--- src/inc/lsfs_pkg.sv ---
// Constants, register map and state encoding of the load switch fault supervisor.
// Assumes a single 125 MHz system clock; all millisecond timing is counted in ticks.
package lsfs_pkg;

	// Clock and derived timing
	localparam int unsigned CLK_HZ = 32'h0773_5940;
	localparam int unsigned MS_PER_S = 32'h0000_03e8;
	localparam int unsigned US_PER_S = 32'h000f_4240;
	localparam int unsigned MS_TICK_CYCLES = CLK_HZ / MS_PER_S;

	// Soft-start ramp of the gate drive code
	localparam int unsigned GATE_WIDTH = 32'h0000_0008;
	localparam int unsigned SOFTSTART_US = 32'h0000_03e8;
	localparam int unsigned RAMP_STEP_CYCLES =
		(CLK_HZ / US_PER_S) * SOFTSTART_US / (32'h0000_0001 << GATE_WIDTH);

	// Millisecond delays, counted in 1 ms ticks
	localparam logic [7:0] SURGE_WINDOW_MS = 8'h80;
	localparam logic [7:0] SURGE_REARM_MS = 8'h80;
	localparam logic [7:0] UV_DETECT_MS = 8'h20;
	localparam logic [7:0] UV_RETRY_MS = 8'h80;
	localparam logic [7:0] FAULT_DELAY_MS = 8'h20;
	localparam logic [7:0] FAULT_DELAY_SURGE_MS = 8'h80;

	// Register map (byte addresses)
	localparam int unsigned AXI_ADDR_W = 32'h0000_0008;
	localparam logic [7:0] REG_CTRL = 8'h00;
	localparam logic [7:0] REG_STATUS = 8'h04;
	localparam logic [7:0] REG_INT_STATUS = 8'h08;
	localparam logic [7:0] REG_INT_MASK = 8'h0c;

	localparam logic [1:0] RESP_OKAY = 2'h0;
	localparam logic [1:0] RESP_SLVERR = 2'h2;

	// Control register fields
	localparam int unsigned CTRL_SOFT_OFF_BIT = 32'h0000_0000;

	// Status register fields
	localparam int unsigned STAT_SWITCH_BIT = 32'h0000_0000;
	localparam int unsigned STAT_LIMITING_BIT = 32'h0000_0001;
	localparam int unsigned STAT_WINDOW_BIT = 32'h0000_0002;
	localparam int unsigned STAT_ARMED_BIT = 32'h0000_0003;
	localparam int unsigned STAT_THERMAL_BIT = 32'h0000_0004;
	localparam int unsigned STAT_LOCKOUT_BIT = 32'h0000_0005;
	localparam int unsigned STAT_FAULT_BIT = 32'h0000_0006;
	localparam int unsigned STAT_STATE_LSB = 32'h0000_0008;
	localparam int unsigned STAT_GATE_LSB = 32'h0000_0010;

	// Interrupt status and mask fields
	localparam int unsigned INT_LIMIT = 32'h0000_0000;
	localparam int unsigned INT_THERMAL = 32'h0000_0001;
	localparam int unsigned INT_UV = 32'h0000_0002;
	localparam int unsigned INT_FAULT = 32'h0000_0003;
	localparam int unsigned INT_LOCKOUT = 32'h0000_0004;
	localparam int unsigned INT_WIDTH = 32'h0000_0005;

	// Switch sequencing states
	typedef enum logic [1:0] {
		LSFS_OFF,
		LSFS_RAMP,
		LSFS_ON,
		LSFS_UV_RETRY
	} lsfs_sw_state_t;

endpackage

--- src/lsfs_tick_div.sv ---
// Free-running divider giving a one-cycle enable pulse every CYCLES clocks.
// Assumes one clock and a synchronous active-low reset.
module lsfs_tick_div #(
	parameter int unsigned CYCLES = 2
) (
	input wire logic clock,
	input wire logic rst_n,
	output logic tick
);

	localparam int unsigned W = (CYCLES > 1) ? $clog2(CYCLES) : 1;
	localparam logic [W-1:0] LAST = W'(CYCLES - 1);

	typedef struct packed {
		logic [W-1:0] count;
		logic tick;
	} lsfs_div_t;

	lsfs_div_t s;
	lsfs_div_t next_s;

	always_comb begin
		next_s = s;
		if (s.count == LAST) begin
			next_s.count = '0;
			next_s.tick = 1'b1;
		end else begin
			next_s.count = s.count + 1'b1;
			next_s.tick = 1'b0;
		end
	end

	always_ff @(posedge clock) begin
		if (!rst_n) begin
			s <= '0;
		end else begin
			s <= next_s;
		end
	end

	assign tick = s.tick;

endmodule

--- src/lsfs_supervisor.sv ---
// Load switch fault supervisor: enable, soft-start, surge window, supply
// lockout, undervoltage retry, thermal shutdown and fault flag blanking,
// with an AXI4-Lite register slave and a level interrupt.
// Assumes comparator results arrive as raw levels from the analog front end
// and that the open-drain fault wire is resolved outside from FAULT_N_OE.
//
// Behaviour
// - Overcurrent starts limiting; it lasts until overload ends or thermal shutdown.
// - Surge variants open a 128 ms window with only the secondary limit.
// - Secondary overcurrent in the window clamps to secondary limit until window end.
// - Variants without surge allowance apply the normal limit at once.
// - Surge window re-arms after 128 ms out of limiting.
// - Below supply lockout the switch is off; enable and fault are ignored.
// - Input below adjustable threshold 32 ms while enabled disables the switch.
// - After undervoltage disable, re-enable after 128 ms; repeat while low.
// - Enable polarity is a build option, high-true or low-true.
// - Fault flag is active low, set on limiting or thermal shutdown.
// - Without surge allowance, fault asserts after 32 ms and releases 32 ms late.
// - With surge allowance, fault asserts at window end, releases 128 ms late.
// - Turn-on ramps the gate drive gradually to limit inrush.
// - Die temperature trip turns the switch off and raises the fault.
// - Switch resumes once the die cools, cycling while the overload lasts.
//
// The register offsets and the AXI4-Lite interface to the registers were chosen for this implementation.
module lsfs_supervisor #(
	parameter int unsigned TICK_CYCLES = lsfs_pkg::MS_TICK_CYCLES,
	parameter bit SURGE_VARIANT = 1'b1,
	parameter bit EN_ACTIVE_HIGH = 1'b1,
	parameter bit ADJ_UV_PRESENT = 1'b1
) (
	input wire logic CLOCK,
	input wire logic RST_N,
	input wire logic ENABLE_PIN,
	input wire logic OVER_CURRENT,
	input wire logic SECONDARY_OVER_CURRENT,
	input wire logic SUPPLY_LOCKOUT,
	input wire logic ADJUSTABLE_SUPPLY_MONITOR,
	input wire logic TEMP_TRIP,
	input wire logic TEMP_COOLED,
	input wire logic [lsfs_pkg::AXI_ADDR_W-1:0] S_AXI_AWADDR,
	input wire logic S_AXI_AWVALID,
	output logic S_AXI_AWREADY,
	input wire logic [31:0] S_AXI_WDATA,
	input wire logic [3:0] S_AXI_WSTRB,
	input wire logic S_AXI_WVALID,
	output logic S_AXI_WREADY,
	output logic [1:0] S_AXI_BRESP,
	output logic S_AXI_BVALID,
	input wire logic S_AXI_BREADY,
	input wire logic [lsfs_pkg::AXI_ADDR_W-1:0] S_AXI_ARADDR,
	input wire logic S_AXI_ARVALID,
	output logic S_AXI_ARREADY,
	output logic [31:0] S_AXI_RDATA,
	output logic [1:0] S_AXI_RRESP,
	output logic S_AXI_RVALID,
	input wire logic S_AXI_RREADY,
	output logic SWITCH_ON,
	output logic [lsfs_pkg::GATE_WIDTH-1:0] GATE_DRIVE,
	output logic LIMITING,
	output logic SECONDARY_CURRENT_LIMIT,
	output logic FAULT_N_OUT,
	output logic FAULT_N_OE,
	output logic IRQ
);

	localparam logic [7:0] fault_delay =
		SURGE_VARIANT ? lsfs_pkg::FAULT_DELAY_SURGE_MS : lsfs_pkg::FAULT_DELAY_MS;
	localparam int unsigned IW = lsfs_pkg::INT_WIDTH;
	localparam int unsigned GW = lsfs_pkg::GATE_WIDTH;

	typedef struct packed {
		logic [1:0] en_sync;
		logic [1:0] oc_sync;
		logic [1:0] soc_sync;
		logic [1:0] lo_sync;
		logic [1:0] uv_sync;
		logic [1:0] trip_sync;
		logic [1:0] cool_sync;
		logic lo_prev;
		lsfs_pkg::lsfs_sw_state_t state;
		logic [7:0] uv_cnt;
		logic thermal;
		logic switch_on;
		logic [GW-1:0] gate;
		logic window;
		logic armed;
		logic sec_hold;
		logic [7:0] win_cnt;
		logic [7:0] rearm_cnt;
		logic limiting;
		logic lim_secondary;
		logic fault;
		logic [7:0] fault_cnt;
		logic fault_oe;
		logic fault_out;
		logic aw_rdy;
		logic w_rdy;
		logic aw_have;
		logic w_have;
		logic [lsfs_pkg::AXI_ADDR_W-1:0] awaddr;
		logic [7:0] wdata;
		logic wstrb0;
		logic bvalid;
		logic [1:0] bresp;
		logic ar_rdy;
		logic rvalid;
		logic [1:0] rresp;
		logic [31:0] rdata;
		logic soft_off;
		logic [IW-1:0] int_status;
		logic [IW-1:0] int_mask;
		logic irq;
	} lsfs_state_t;

	lsfs_state_t s;
	lsfs_state_t next_s;

	logic ms_tick;
	logic ramp_tick;
	logic lockout;
	logic en_req;
	logic allowed;
	logic uv_low;
	logic oc;
	logic soc;
	logic fault_raw;
	logic [IW-1:0] events;
	logic [IW-1:0] w1c_clear;
	logic [31:0] rd_word;
	logic [1:0] rd_resp;

	lsfs_tick_div #(.CYCLES(TICK_CYCLES)) u_ms_tick (
		.clock(CLOCK),
		.rst_n(RST_N),
		.tick(ms_tick)
	);

	lsfs_tick_div #(.CYCLES(lsfs_pkg::RAMP_STEP_CYCLES)) u_ramp_tick (
		.clock(CLOCK),
		.rst_n(RST_N),
		.tick(ramp_tick)
	);

	always_comb begin
		next_s = s;
		events = '0;
		w1c_clear = '0;
		rd_word = '0;
		rd_resp = lsfs_pkg::RESP_OKAY;

		// Two-stage synchronisers; only the second stage is used downstream
		next_s.en_sync = {s.en_sync[0], ENABLE_PIN};
		next_s.oc_sync = {s.oc_sync[0], OVER_CURRENT};
		next_s.soc_sync = {s.soc_sync[0], SECONDARY_OVER_CURRENT};
		next_s.lo_sync = {s.lo_sync[0], SUPPLY_LOCKOUT};
		next_s.uv_sync = {s.uv_sync[0], ADJUSTABLE_SUPPLY_MONITOR};
		next_s.trip_sync = {s.trip_sync[0], TEMP_TRIP};
		next_s.cool_sync = {s.cool_sync[0], TEMP_COOLED};
		next_s.lo_prev = s.lo_sync[1];

		lockout = s.lo_sync[1];
		en_req = (EN_ACTIVE_HIGH ? s.en_sync[1] : ~s.en_sync[1]) & ~s.soft_off;
		uv_low = ADJ_UV_PRESENT & s.uv_sync[1];

		// Thermal shutdown with hysteresis; trip dominates cool
		if (s.trip_sync[1]) begin
			next_s.thermal = 1'b1;
		end else if (s.cool_sync[1]) begin
			next_s.thermal = 1'b0;
		end

		allowed = en_req & ~lockout & ~s.thermal;

		// Switch sequencing
		unique case (s.state)
			lsfs_pkg::LSFS_OFF: begin
				next_s.uv_cnt = '0;
				next_s.gate = '0;
				if (allowed) begin
					next_s.state = lsfs_pkg::LSFS_RAMP;
				end
			end
			lsfs_pkg::LSFS_RAMP, lsfs_pkg::LSFS_ON: begin
				if (!allowed) begin
					next_s.state = lsfs_pkg::LSFS_OFF;
					next_s.gate = '0;
					next_s.uv_cnt = '0;
				end else begin
					if (ramp_tick && s.gate != '1) begin
						next_s.gate = s.gate + 1'b1;
					end
					if (s.state == lsfs_pkg::LSFS_RAMP && s.gate == '1) begin
						next_s.state = lsfs_pkg::LSFS_ON;
					end
					// Undervoltage must persist; any recovery restarts the count
					if (!uv_low) begin
						next_s.uv_cnt = '0;
					end else if (ms_tick) begin
						if (s.uv_cnt + 8'h01 == lsfs_pkg::UV_DETECT_MS) begin
							next_s.state = lsfs_pkg::LSFS_UV_RETRY;
							next_s.uv_cnt = '0;
							next_s.gate = '0;
						end else begin
							next_s.uv_cnt = s.uv_cnt + 8'h01;
						end
					end
				end
			end
			lsfs_pkg::LSFS_UV_RETRY: begin
				next_s.gate = '0;
				if (!allowed) begin
					next_s.state = lsfs_pkg::LSFS_OFF;
					next_s.uv_cnt = '0;
				end else if (ms_tick) begin
					if (s.uv_cnt + 8'h01 == lsfs_pkg::UV_RETRY_MS) begin
						next_s.state = lsfs_pkg::LSFS_RAMP;
						next_s.uv_cnt = '0;
					end else begin
						next_s.uv_cnt = s.uv_cnt + 8'h01;
					end
				end
			end
		endcase

		next_s.switch_on = (next_s.state == lsfs_pkg::LSFS_RAMP) ||
			(next_s.state == lsfs_pkg::LSFS_ON);

		oc = s.oc_sync[1] & s.switch_on;
		soc = s.soc_sync[1] & s.switch_on;

		// Surge window: opens at the first overcurrent while armed
		if (!SURGE_VARIANT) begin
			next_s.window = 1'b0;
			next_s.armed = 1'b0;
			next_s.sec_hold = 1'b0;
			next_s.win_cnt = '0;
			next_s.rearm_cnt = '0;
		end else begin
			if (s.window) begin
				if (soc) begin
					next_s.sec_hold = 1'b1;
				end
				if (ms_tick) begin
					if (s.win_cnt + 8'h01 == lsfs_pkg::SURGE_WINDOW_MS) begin
						next_s.window = 1'b0;
						next_s.sec_hold = 1'b0;
						next_s.win_cnt = '0;
					end else begin
						next_s.win_cnt = s.win_cnt + 8'h01;
					end
				end
			end else if (s.armed && oc) begin
				next_s.window = 1'b1;
				next_s.armed = 1'b0;
				next_s.win_cnt = '0;
				next_s.sec_hold = soc;
			end
			// Re-arm only after a clean stretch out of limiting
			if (!s.armed && !s.window) begin
				if (s.limiting) begin
					next_s.rearm_cnt = '0;
				end else if (ms_tick) begin
					if (s.rearm_cnt + 8'h01 == lsfs_pkg::SURGE_REARM_MS) begin
						next_s.armed = 1'b1;
						next_s.rearm_cnt = '0;
					end else begin
						next_s.rearm_cnt = s.rearm_cnt + 8'h01;
					end
				end
			end else begin
				next_s.rearm_cnt = '0;
			end
			// Window and its clamp end with the switch
			if (!s.switch_on) begin
				next_s.window = 1'b0;
				next_s.sec_hold = 1'b0;
				next_s.win_cnt = '0;
			end
		end

		// Limiting follows the comparator; thermal shutdown drops switch_on
		next_s.lim_secondary = next_s.window;
		next_s.limiting = next_s.switch_on & (next_s.window ?
			(next_s.sec_hold | s.soc_sync[1]) : s.oc_sync[1]);

		// Fault blanking: the raw condition must hold for the delay either way
		fault_raw = oc | s.thermal;
		if (lockout) begin
			next_s.fault = 1'b0;
			next_s.fault_cnt = '0;
		end else if (fault_raw == s.fault) begin
			next_s.fault_cnt = '0;
		end else if (ms_tick) begin
			if (s.fault_cnt + 8'h01 == fault_delay) begin
				next_s.fault = fault_raw;
				next_s.fault_cnt = '0;
			end else begin
				next_s.fault_cnt = s.fault_cnt + 8'h01;
			end
		end
		// Open drain: only ever pulls low, the line's high comes from outside
		next_s.fault_out = 1'b0;
		next_s.fault_oe = next_s.fault;

		// Write channel: address and data taken in either order
		if (S_AXI_AWVALID && s.aw_rdy) begin
			next_s.aw_have = 1'b1;
			next_s.awaddr = S_AXI_AWADDR;
		end
		if (S_AXI_WVALID && s.w_rdy) begin
			next_s.w_have = 1'b1;
			next_s.wdata = S_AXI_WDATA[7:0];
			next_s.wstrb0 = S_AXI_WSTRB[0];
		end
		if (s.bvalid && S_AXI_BREADY) begin
			next_s.bvalid = 1'b0;
		end
		if (s.aw_have && s.w_have) begin
			next_s.aw_have = 1'b0;
			next_s.w_have = 1'b0;
			next_s.bvalid = 1'b1;
			next_s.bresp = lsfs_pkg::RESP_OKAY;
			case ({s.awaddr[lsfs_pkg::AXI_ADDR_W-1:2], 2'h0})
				lsfs_pkg::REG_CTRL: begin
					if (s.wstrb0) begin
						next_s.soft_off = s.wdata[lsfs_pkg::CTRL_SOFT_OFF_BIT];
					end
				end
				lsfs_pkg::REG_STATUS: begin
					next_s.bresp = lsfs_pkg::RESP_OKAY;
				end
				lsfs_pkg::REG_INT_STATUS: begin
					if (s.wstrb0) begin
						w1c_clear = s.wdata[IW-1:0];
					end
				end
				lsfs_pkg::REG_INT_MASK: begin
					if (s.wstrb0) begin
						next_s.int_mask = s.wdata[IW-1:0];
					end
				end
				default: begin
					next_s.bresp = lsfs_pkg::RESP_SLVERR;
				end
			endcase
		end
		next_s.aw_rdy = ~next_s.aw_have & ~next_s.bvalid;
		next_s.w_rdy = ~next_s.w_have & ~next_s.bvalid;

		// Read channel: data captured at the address handshake
		unique case ({S_AXI_ARADDR[lsfs_pkg::AXI_ADDR_W-1:2], 2'h0})
			lsfs_pkg::REG_CTRL: begin
				rd_word[lsfs_pkg::CTRL_SOFT_OFF_BIT] = s.soft_off;
			end
			lsfs_pkg::REG_STATUS: begin
				rd_word[lsfs_pkg::STAT_SWITCH_BIT] = s.switch_on;
				rd_word[lsfs_pkg::STAT_LIMITING_BIT] = s.limiting;
				rd_word[lsfs_pkg::STAT_WINDOW_BIT] = s.window;
				rd_word[lsfs_pkg::STAT_ARMED_BIT] = s.armed;
				rd_word[lsfs_pkg::STAT_THERMAL_BIT] = s.thermal;
				rd_word[lsfs_pkg::STAT_LOCKOUT_BIT] = lockout;
				rd_word[lsfs_pkg::STAT_FAULT_BIT] = s.fault;
				rd_word[lsfs_pkg::STAT_STATE_LSB +: 2] = s.state;
				rd_word[lsfs_pkg::STAT_GATE_LSB +: GW] = s.gate;
			end
			lsfs_pkg::REG_INT_STATUS: begin
				rd_word[IW-1:0] = s.int_status;
			end
			lsfs_pkg::REG_INT_MASK: begin
				rd_word[IW-1:0] = s.int_mask;
			end
			default: begin
				rd_resp = lsfs_pkg::RESP_SLVERR;
			end
		endcase
		if (s.rvalid && S_AXI_RREADY) begin
			next_s.rvalid = 1'b0;
		end
		if (S_AXI_ARVALID && s.ar_rdy) begin
			next_s.rvalid = 1'b1;
			next_s.rdata = rd_word;
			next_s.rresp = rd_resp;
		end
		next_s.ar_rdy = ~next_s.rvalid;

		// Sticky events; a new event wins over a clear in the same cycle
		events[lsfs_pkg::INT_LIMIT] = next_s.limiting & ~s.limiting;
		events[lsfs_pkg::INT_THERMAL] = next_s.thermal & ~s.thermal;
		events[lsfs_pkg::INT_UV] = (next_s.state == lsfs_pkg::LSFS_UV_RETRY) &&
			(s.state != lsfs_pkg::LSFS_UV_RETRY);
		events[lsfs_pkg::INT_FAULT] = next_s.fault & ~s.fault;
		events[lsfs_pkg::INT_LOCKOUT] = s.lo_sync[1] & ~s.lo_prev;
		next_s.int_status = (s.int_status & ~w1c_clear) | events;
		next_s.irq = |(next_s.int_status & next_s.int_mask);
	end

	always_ff @(posedge CLOCK) begin
		if (!RST_N) begin
			s <= '0;
			s.armed <= SURGE_VARIANT;
		end else begin
			s <= next_s;
		end
	end

	assign S_AXI_AWREADY = s.aw_rdy;
	assign S_AXI_WREADY = s.w_rdy;
	assign S_AXI_BRESP = s.bresp;
	assign S_AXI_BVALID = s.bvalid;
	assign S_AXI_ARREADY = s.ar_rdy;
	assign S_AXI_RDATA = s.rdata;
	assign S_AXI_RRESP = s.rresp;
	assign S_AXI_RVALID = s.rvalid;
	assign SWITCH_ON = s.switch_on;
	assign GATE_DRIVE = s.gate;
	assign LIMITING = s.limiting;
	assign SECONDARY_CURRENT_LIMIT = s.lim_secondary;
	assign FAULT_N_OUT = s.fault_out;
	assign FAULT_N_OE = s.fault_oe;
	assign IRQ = s.irq;

endmodule

--- config.mk ---
export PLATFORM = sky130hd
export DESIGN_NAME = lsfs_supervisor
export DESIGN_NICKNAME = d
export VERILOG_FILES = /design/src/inc/lsfs_pkg.sv /design/src/lsfs_tick_div.sv /design/src/lsfs_supervisor.sv
export SDC_FILE = /design/constraint.sdc
export NUM_CORES = 1
export LEC_CHECK = 0
export ABC_AREA = 1
export BUFFER_PORTS_ARGS = -buffer_cell sky130_fd_sc_hd__buf_2
export CORE_MARGIN = 4
export CORE_UTILIZATION = 50
export CTS_BUF_LIST = sky130_fd_sc_hd__clkbuf_8
export CTS_CLUSTER_SIZE = 24
export DETAILED_ROUTE_END_ITERATION = 8
export GPL_TIMING_DRIVEN = 1
export MAX_ROUTING_LAYER = met4
export PLACE_DENSITY = 0.79
export SYNTH_ARGS = -nofsm -noshare
export SYNTH_HDL_FRONTEND = slang
export SYNTH_HIERARCHICAL = 1
export SYNTH_SLANG_ARGS = --single-unit
--- constraint.sdc ---
create_clock -name CLOCK -period 2.5 [get_ports CLOCK]
set_input_delay 0.5 -clock CLOCK [delete_from_list [all_inputs] [get_ports CLOCK]]
set_output_delay 0.5 -clock CLOCK [all_outputs]
set_load 0.03 [all_outputs]
==> flow_summary.json, run 1 <==
{
  "min_period_ns": 2.273,
  "ys.flop_type": "dfxtp_1",
  "cp.required_ns": 2.85,
  "synth_seq_cells": 142,
  "multi_input_area_mm2": 0.003378,
  "leakagePower_nw": 3.449,
  "hold_violations": 0,
  "drtIter0Drc": 390,
  "run_status": "finished clean",
  "crit_path_frequent_cell": "nand2_1",
  "drv_slew": 0,
  "drv_cap": 0,
  "synth_area_mm2": 0.007013,
  "fillers": 1267,
  "clockBufferDepth": 2,
  "synth.area.top_cells": "dfxtp_1 41%, nand2_1 12%, inv_1 6.9%",
  "ys_warn_count": 6,
  "clk_pin_slew_worst_paths_ns": 0.07,
  "area_growth_pct": 11.33,
  "drtPass1Iterations": 4,
  "cts.sinks": 142,
  "crit_arrival_ns": 2.62,
  "antenna_found_initial": 0,
  "grt_max_degree": 34,
  "synth_commonest_cells": "227 x nand2_1, 142 x dfxtp_1, 129 x inv_1",
  "synthMuxAreaShare_pct": 0,
  "dieArea_mm2": 0.01598,
  "die_x_um": 126.4,
  "path_cells": "ha_4 -> nand2_2 -> nor2_4 -> nand2_2 -> xor2_4 -> nor2_8 -> nand4_2 -> nand3_1 -> nand3_1 -> nand2_1 -> inv_1 -> ha_1 -> inv_1 -> o21ai_2 -> nand2_1 -> nand3_1 -> nand2_1 -> inv_1 -> a21oi_1 -> nand2_1",
  "syn_area_per_cell_um2": 7.113,
  "die_height_um": 126.4,
  "final_util_pct": 56.47,
  "wl_mm": 14.48,
  "cts_tree": "done",
  "htreeDepth": 4,
  "num_vias": 6055,
  "hold_buffers": 0,
  "crit_slowest_cell": "dfxtp_2",
  "synthDistinctLibCells": 47,
  "worst-path-max-fanout": 4,
  "postSynthCellCount": 986,
  "grt.total_usage_pct": 19.30,
  "endpoint_kind": "flop",
  "yosysTopAreaCellShare_pct": 40.54,
  "ys_seq_area_share_pct": 40.54,
  "cts_root_buf": "clkbuf_8",
  "synth_edf_count": 0,
  "finClkSkew_ns": 0.01086,
  "final_nets": 1120,
  "async_flop_share_pct": 0,
  "row_count": 43,
  "synth_compound_area_share_pct": 10.90,
  "viasPerCell": 4.923,
  "drc": 0,
  "overflow": 0,
  "synthMostInstantiatedCell": "nand2_1",
  "cts_buffers": 17,
  "period_share_pct": 90.93,
  "fin_setup_tns_ns": 0,
  "synth_xor_area_share_pct": 2.979,
  "power_density_mw_per_mm2": 625.3,
  "hold_path_class": "in -> reg",
  "wire_per_inst_um": 11.77,
  "ant_nets": 0,
  "grt_pass1_wl_mm": 25.16,
  "peakVddDrop_mv": 0.3715,
  "clk_latency_ns": 0.45,
  "cpPeakStageDelay_ns": 0.36,
  "critical_path_class": "reg -> reg",
  "grt_pass1_vias": 5753,
  "gp_congestion": 0.8673,
  "whs_ns": 0.2287,
  "synth_fa_ha_area_share_pct": 2.498,
  "max_clock_freq_ghz": 0.4399,
  "start_util_pct": 50.72,
  "diodes": 0,
  "top_level_ports": 121,
  "ff_latch_area_mm2": 0.002848,
  "yosysTopAreaCell": "dfxtp_1",
  "synth-simple-area-share_pct": 29.78,
  "core_region_area_mm2": 0.01383,
  "synth_top_family_by_area": "simple AND/OR/NAND/NOR gates",
  "portBuffers": 68,
  "start_kind": "flop",
  "hpwl_mm": 10.61,
  "finalSetupViolCount": 0,
  "drive_gt1_share_pct": 15.33
}
## layout by cell type, fill, tap and decap left out, drive strengths merged, types with 7 or more instances in the layout
master,netlist,routed
a211oi,7,7
dfxtp,142,142
nand2,238,238
buf,52,79
o21ai,53,53
a21oi,62,62
ha,14,14
nor2,130,130
xor2,17,17
clkbuf,9,18
conb,1,18
nor3,7,7
inv,136,137
nand4,19,19
nand3,61,61
## per-layer routing
| layer | up-vias | track usage (%) | wire length [um] |
|---|---|---|---|
| met1 | 2777 | 23.11 | 6587 |
| met5 | - | - | 0 |
| met3 | 15 | 4.716 | 587 |
| li1 | 3163 | - | - |
| met4 | 0 | 5.931 | 165 |
| met2 | 100 | 32.19 | 7134 |
## area by class of cell
class	instances	share of cell area, %
Inverter	137	6.587
Tap cell	180	2.885
Sequential cell	142	36.47
Multi-Input combinational cell	663	43.27
Clock inverter	11	2.147
Timing Repair Buffer	79	5.465
Clock buffer	18	3.173
## final timing paths
check / startpoint / to / slack (ns) / cells after the start
worst min register to register: next_s[132]$_SDFF_PN0_ / lockout$_SDFF_PN0_ / 0.42 / 2
worst max-delay path: s[114]$_SDFFE_PN0P_ / IRQ$_SDFF_PN0_ / 0.23 / 20
worst max register to register: s[114]$_SDFFE_PN0P_ / IRQ$_SDFF_PN0_ / 0.23 / 20
worst min-delay path: OVER_CURRENT / next_s[136]$_SDFF_PN0_ / 0.23 / 3
## what timing repair did
item,4_1_cts,5_1_grt
buffers inserted,0,1
gates resized for setup,0,18
endpoints found under the setup margin,0,1
## registers in the layout, indices dropped and copies added, names as in the netlist, 7 cells and up
name and cells:
GATE_DRIVE 8, S_AXI_RDATA 17, next_s 7, s 69, u_ms_tick/s 17, u_ramp_tick/s 9
## worst max-delay path: cells and delay by family, from the launching register on
kind	cells	cell delay [ns]
AND/OR/NAND/NOR	12	1.01
AO/OA/AOI/OAI	2	0.16
flip-flops	1	0.36
adder cells (fa/ha/maj)	2	0.32
XOR/XNOR	1	0.18
buffers and inverters	3	0.15
## cell families (layout without fill, tap and decap cells)
kind of cell               Yosys count  in the layout
xor gates and xnor gates            23             23
and+or+nand+nor                    468            468
buffers and inverters              198            245
AOI/OAI and AO/OA                  140            140
other                                1             18
DFF                                142            142
adders and majority gates           14             14
## power breakdown
part	switching (mW)	internal, mW	leakage [nW]
clock network	0.848	1.09	0.207
logic	0.356	0.158	2.09
registers	0.0736	2.35	1.16
## stage by stage
| step | setup slack [ns] | cells | power, mW | instance area [um2] |
|---|---|---|---|---|
| floorplan | 0.2155 | 1003 | 2.877 | 7077 |
| global placement | 0.1241 | 1200 | 2.969 | 7302 |
| detailed placement | 0.08508 | 1200 | 2.985 | 7302 |
| CTS | 0.07395 | 1229 | 4.917 | 7717 |
| global route | -0.01791 | 1230 | 5.114 | 7807 |
| finish | 0.2268 | 1230 | 4.882 | 7807 |
Note: power is estimated with default switching activity, not from simulation.
==> run 2, diff against run 1 <==
==> constraint.sdc (replaced) <==
create_clock -name CLOCK -period 2.5 [get_ports CLOCK]
set_input_delay 0.5 -clock CLOCK [delete_from_list [all_inputs] [get_ports CLOCK]]
set_output_delay 0.5 -clock CLOCK [all_outputs]
set_load 0.005 [all_outputs]
==> run 2 against run 1 <==
Compared with the run above:
- die area stayed put
- wire length down 2.8%
- clock skew is 0.0010 ns lower
- design area increased by 0.11%
- core utilization increased by 0.063 points
- final cell count stayed put
- register-to-register slack got worse by 0.02 ns
- clock power is 10% higher
- power grew 2.3%
- fmax decreased by 1.0%
==> flow_summary.json, run 2 (synthesis results as in run 1) <==
{
  "power_density_mw_per_mm2": 639.3,
  "whs_ns": 0.2353,
  "top_level_ports": 121,
  "hold_violations": 0,
  "viasPerCell": 4.877,
  "fin_setup_tns_ns": 0,
  "postCtsSetupBuffers": 0,
  "final_nets": 1118,
  "drtIter0Drc": 287,
  "diodes": 0,
  "critical_path_class": "reg -> reg",
  "run_status": "finished clean",
  "core_region_area_mm2": 0.01383,
  "ant_nets": 0,
  "r2r_slack_ns": 0.20,
  "die_x_um": 126.4,
  "hpwl_mm": 10.29,
  "period_share_pct": 91.85,
  "worst-path-max-fanout": 4,
  "htreeDepth": 4,
  "endpoint_kind": "flop",
  "grt_pass1_wl_mm": 24.54,
  "finClkSkew_ns": 0.009832,
  "clk_pin_slew_worst_paths_ns": 0.07,
  "largest_reg_flops": 69,
  "max_clock_freq_ghz": 0.4355,
  "portBuffers": 68,
  "cts_tree": "done",
  "wire_per_inst_um": 11.44,
  "max_flop_register": "s",
  "clockBufferDepth": 2,
  "hold_start": "OVER_CURRENT",
  "wl_mm": 14.07,
  "r2r_end": "IRQ$_SDFF_PN0_",
  "overflow": 0,
  "crit_arrival_ns": 2.64,
  "clk_latency_ns": 0.45,
  "start_util_pct": 50.72,
  "r2r_start": "s[114]$_SDFFE_PN0P_",
  "stdcell_count": 1230,
  "cts_buffers": 17,
  "min_delay_path_depth": 3,
  "start_kind": "flop",
  "gp_congestion": 0.8624,
  "drv_cap": 0,
  "placed_cells_incl_taps": 1199,
  "area_growth_pct": 11.45,
  "leakagePower_nw": 3.469,
  "dieArea_mm2": 0.01598,
  "total_power_mw": 4.997,
  "finalSetupViolCount": 0,
  "layout_commonest_cell": "nand2_1",
  "antenna_found_initial": 0,
  "row_count": 43,
  "min_period_ns": 2.296,
  "drtPass1Iterations": 4,
  "drv_slew": 0,
  "drive_gt1_share_pct": 14.76,
  "hold_path_class": "in -> reg",
  "num_vias": 5999,
  "die_height_um": 126.4,
  "grt_pass1_vias": 5551,
  "rr_worst_depth": 19,
  "layout_common_cells": "227 x nand2_1, 140 x dfxtp_1, 131 x inv_1",
  "cp.required_ns": 2.84,
  "peakVddDrop_mv": 0.5779,
  "grt_max_degree": 34,
  "drc": 0,
  "grt.total_usage_pct": 18.85,
  "cts.sinks": 142,
  "hold_end": "next_s[136]$_SDFF_PN0_",
  "cts_root_buf": "clkbuf_8"
}
run 2: cell types whose count changed in the layout (fill, tap and decap cells not counted), sizes merged:
| cell | before | now |
|---|---|---|
| clkinv | 5 | 4 |
| inv | 137 | 138 |
| bufinv | 4 | 6 |
| buf | 79 | 77 |
run 2: layout make-up:
type,count,area [um2]
flip-flops and latches,142,2845
multi-input cells,663,3354
clock inverters,13,221.5
repair buffers,77,407.9
well taps,180,225.2
clock buffers,18,247.7
inverters,137,514.2
fillers,1275,6011
run 2: per-stage QoR:
stage	utilization [%]	setup slack [ns]	area, um2
after floorplan	-	0.2155	7077
after global placement	52.76	0.1235	7295
after detailed placement	52.76	0.1147	7295
after CTS	56.15	0.09272	7764
after global routing	56.53	-0.001309	7816
final	56.53	0.2038	7816
run 2: power breakdown:
part           total [mW]  internal [mW]  switching (mW)
Sequential           2.43           2.35          0.0731
Combinational       0.427          0.157           0.270
Clock                2.14           1.30           0.846
Total                5.00           3.81            1.19
run 2: timing repair:
| item | 4_1_cts | 5_1_grt |
|---|---|---|
| hold buffers | 0 | 0 |
| resized for setup | 0 | 11 |
| endpoints found under the hold margin | 0 | 0 |
| endpoints found under the setup margin | 0 | 1 |
run 2: metal layers:
metal / GRT usage (%) / share of wire (%) / vias to the layer above
met1: 23.17 / 46 / 2711
met5: - / 0 / -
li1: - / - / 3167
met3: 4.674 / 4.2 / 17
met2: 30.76 / 48 / 104
met4: 5.615 / 1.2 / 0
run 2: worst max-delay path: stages, from the launching register on:
cell	delay, ns
dfxtp_2	0.36
buf_4	0.13
nand3_2	0.14
xor2_2	0.23
nand3_4	0.12
nor2_8	0.13
nand4_2	0.09
nand3_1	0.09
nand3_1	0.08
nand2_1	0.08
inv_1	0.05
ha_1	0.19
inv_1	0.07
o21ai_2	0.06
nand2_1	0.08
nand3_1	0.06
nand2_1	0.06
inv_1	0.04
a21oi_1	0.10
nand2_1	0.06
run 2: worst max path at each step:
stage | cells past startpoint | startpoint | endpoint
floorplan | 21 | s[114]$_SDFFE_PN0P_ | IRQ$_SDFF_PN0_
global placement | 21 | s[114]$_SDFFE_PN0P_ | IRQ$_SDFF_PN0_
detailed placement | 21 | s[114]$_SDFFE_PN0P_ | IRQ$_SDFF_PN0_
CTS | 21 | s[114]$_SDFFE_PN0P_ | IRQ$_SDFF_PN0_
global route | 22 | s[114]$_SDFFE_PN0P_ | IRQ$_SDFF_PN0_
finish | 19 | s[114]$_SDFFE_PN0P_ | IRQ$_SDFF_PN0_
==> run 3, diff against run 2 <==
==> constraint.sdc (replaced) <==
create_clock -name CLOCK -period 2.5 [get_ports CLOCK]
set_input_delay 0.5 -clock CLOCK [delete_from_list [all_inputs] [get_ports CLOCK]]
set_output_delay 0.5 -clock CLOCK [all_outputs]
set_load 0.1 [all_outputs]
==> run 3 against run 2 <==
Compared with the run above:
- count of clock-buffer cells in the layout grew 1
- first-iteration DRC count is 42% higher
- global-route usage rose by 0.062 points
- setup slack gained 0.031 ns
- worst hold slack gained 0.0065 ns
- sequential power hardly changed
- non-clock buffer count increased by 2
- final cell count increased by 0.16%
- design area fell by 0.59%
==> flow_summary.json, run 3 (synthesis results as in run 1) <==
{
  "run_status": "finished clean",
  "final_design_area_no_fill_mm2": 0.007770,
  "clk_pin_slew_worst_paths_ns": 0.08,
  "area_growth_pct": 10.79,
  "grt_pass1_vias": 5667,
  "final_util_pct": 56.19,
  "crit_arrival_ns": 2.61,
  "cts_root_buf": "clkbuf_8",
  "num_vias": 6045,
  "post_cts_resized": 0,
  "r2r_slack_ns": 0.24,
  "period_share_pct": 90.59,
  "die_x_um": 126.4,
  "min_period_ns": 2.265,
  "drv_slew": 0,
  "final_nets": 1120,
  "top_level_ports": 121,
  "postCtsSetupBuffers": 0,
  "endpoint_kind": "flop",
  "cts_tree": "done",
  "cp.required_ns": 2.84,
  "critical_path_class": "reg -> reg",
  "diodes": 0,
  "max_clock_freq_ghz": 0.4415,
  "antenna_found_initial": 0,
  "r2r_end": "IRQ$_SDFF_PN0_",
  "drv_cap": 0,
  "grt_max_degree": 34,
  "layout_commonest_cell": "nand2_1",
  "max_flop_register": "s",
  "viasPerCell": 4.907,
  "drive_gt1_share_pct": 14.64,
  "hold_violations": 0,
  "core_region_area_mm2": 0.01383,
  "largest_reg_flops": 69,
  "startpoint": "s[114]$_SDFFE_PN0P_",
  "clk_latency_ns": 0.44,
  "row_count": 43,
  "post_dp_cell_area_mm2": 0.007310,
  "clockBufferDepth": 2,
  "portBuffers": 68,
  "leakagePower_nw": 3.473,
  "layout_common_cells": "227 x nand2_1, 139 x dfxtp_1, 134 x inv_1",
  "total_power_mw": 5.088,
  "ant_nets": 0,
  "drtIter0Drc": 407,
  "start_kind": "flop",
  "finalSetupViolCount": 0,
  "die_height_um": 126.4,
  "worstMarginPinSlew_ns": 0.5117,
  "cts.sinks": 142,
  "dieArea_mm2": 0.01598,
  "gp_congestion": 0.8656,
  "fin_setup_tns_ns": 0,
  "hold_buffers": 0,
  "rr_worst_depth": 19,
  "htreeDepth": 4,
  "overflow": 0,
  "worst-path-max-fanout": 4,
  "drc": 0,
  "start_util_pct": 50.72,
  "grt_pass1_wl_mm": 24.63,
  "finClkSkew_ns": 0.009241,
  "cts_buffers": 17,
  "endpoint": "IRQ$_SDFF_PN0_",
  "dp_slack_ns": 0.1114,
  "peakVddDrop_mv": 0.3633,
  "hold_path_class": "in -> reg",
  "hpwl_mm": 10.57,
  "r2r_start": "s[114]$_SDFFE_PN0P_",
  "power_density_mw_per_mm2": 654.8,
  "slew_headroom_pct": 66.12,
  "wire_per_inst_um": 11.67,
  "fin_ws_ns": 0.2352,
  "grt.total_usage_pct": 18.91,
  "wl_mm": 14.38,
  "drtPass1Iterations": 5
}
## run 3: final cells by class
cell class | count | area [um2]
inverter | 137 | 514.2
tap | 180 | 225.2
fill | 1302 | 6057
clock inverter | 12 | 153.9
timing repair buffer | 79 | 422.9
clock buffer | 19 | 261.5
multi-input combinational | 663 | 3346
sequential | 142 | 2846
## run 3: layer usage
| metal | track usage, % | routed length [um] | vias up |
|---|---|---|---|
| met4 | 5.615 | 153 | 0 |
| li1 | - | - | 3168 |
| met3 | 4.842 | 761 | 15 |
| met2 | 31.82 | 7028 | 141 |
| met1 | 22.35 | 6439 | 2721 |
| met5 | - | 0 | - |
## run 3: report_power, final
part	internal (mW)	switching, mW
clock	1.11	0.819
combinational	0.154	0.579
sequential	2.35	0.0719
## run 3: how the worst min path moves through the flow
stage	from	endpoint	slack (ns)	cells past startpoint
after floorplan	next_s[132]$_SDFF_PN0_	lockout$_SDFF_PN0_	0.39	2
after global placement	next_s[130]$_SDFF_PN0_	s[130]$_SDFF_PN0_	0.40	2
after detailed placement	next_s[132]$_SDFF_PN0_	lockout$_SDFF_PN0_	0.40	2
after CTS	OVER_CURRENT	next_s[136]$_SDFF_PN0_	0.22	3
after global routing	OVER_CURRENT	next_s[136]$_SDFF_PN0_	0.22	3
final	OVER_CURRENT	next_s[136]$_SDFF_PN0_	0.24	3
## run 3: stage by stage
stage / hold slack, ns / cells
after floorplan: 0.3905 / 1003
after global placement: 0.3986 / 1201
after detailed placement: 0.3986 / 1201
after CTS: 0.2235 / 1232
after global routing: 0.2210 / 1232
final: 0.2418 / 1232
## run 3: worst max-delay path, stage by stage (launching register included)
cell	delay (ns)
dfxtp_2	0.35
buf_4	0.13
nand3_2	0.12
xor2_2	0.22
nand3_4	0.12
nor2_8	0.13
nand4_2	0.09
nand3_1	0.08
nand3_1	0.07
nand2_1	0.08
inv_1	0.05
ha_1	0.18
inv_1	0.05
o21ai_1	0.07
nand2_1	0.08
nand3_1	0.06
nand2_1	0.06
inv_1	0.04
a21oi_1	0.10
nand2_1	0.06
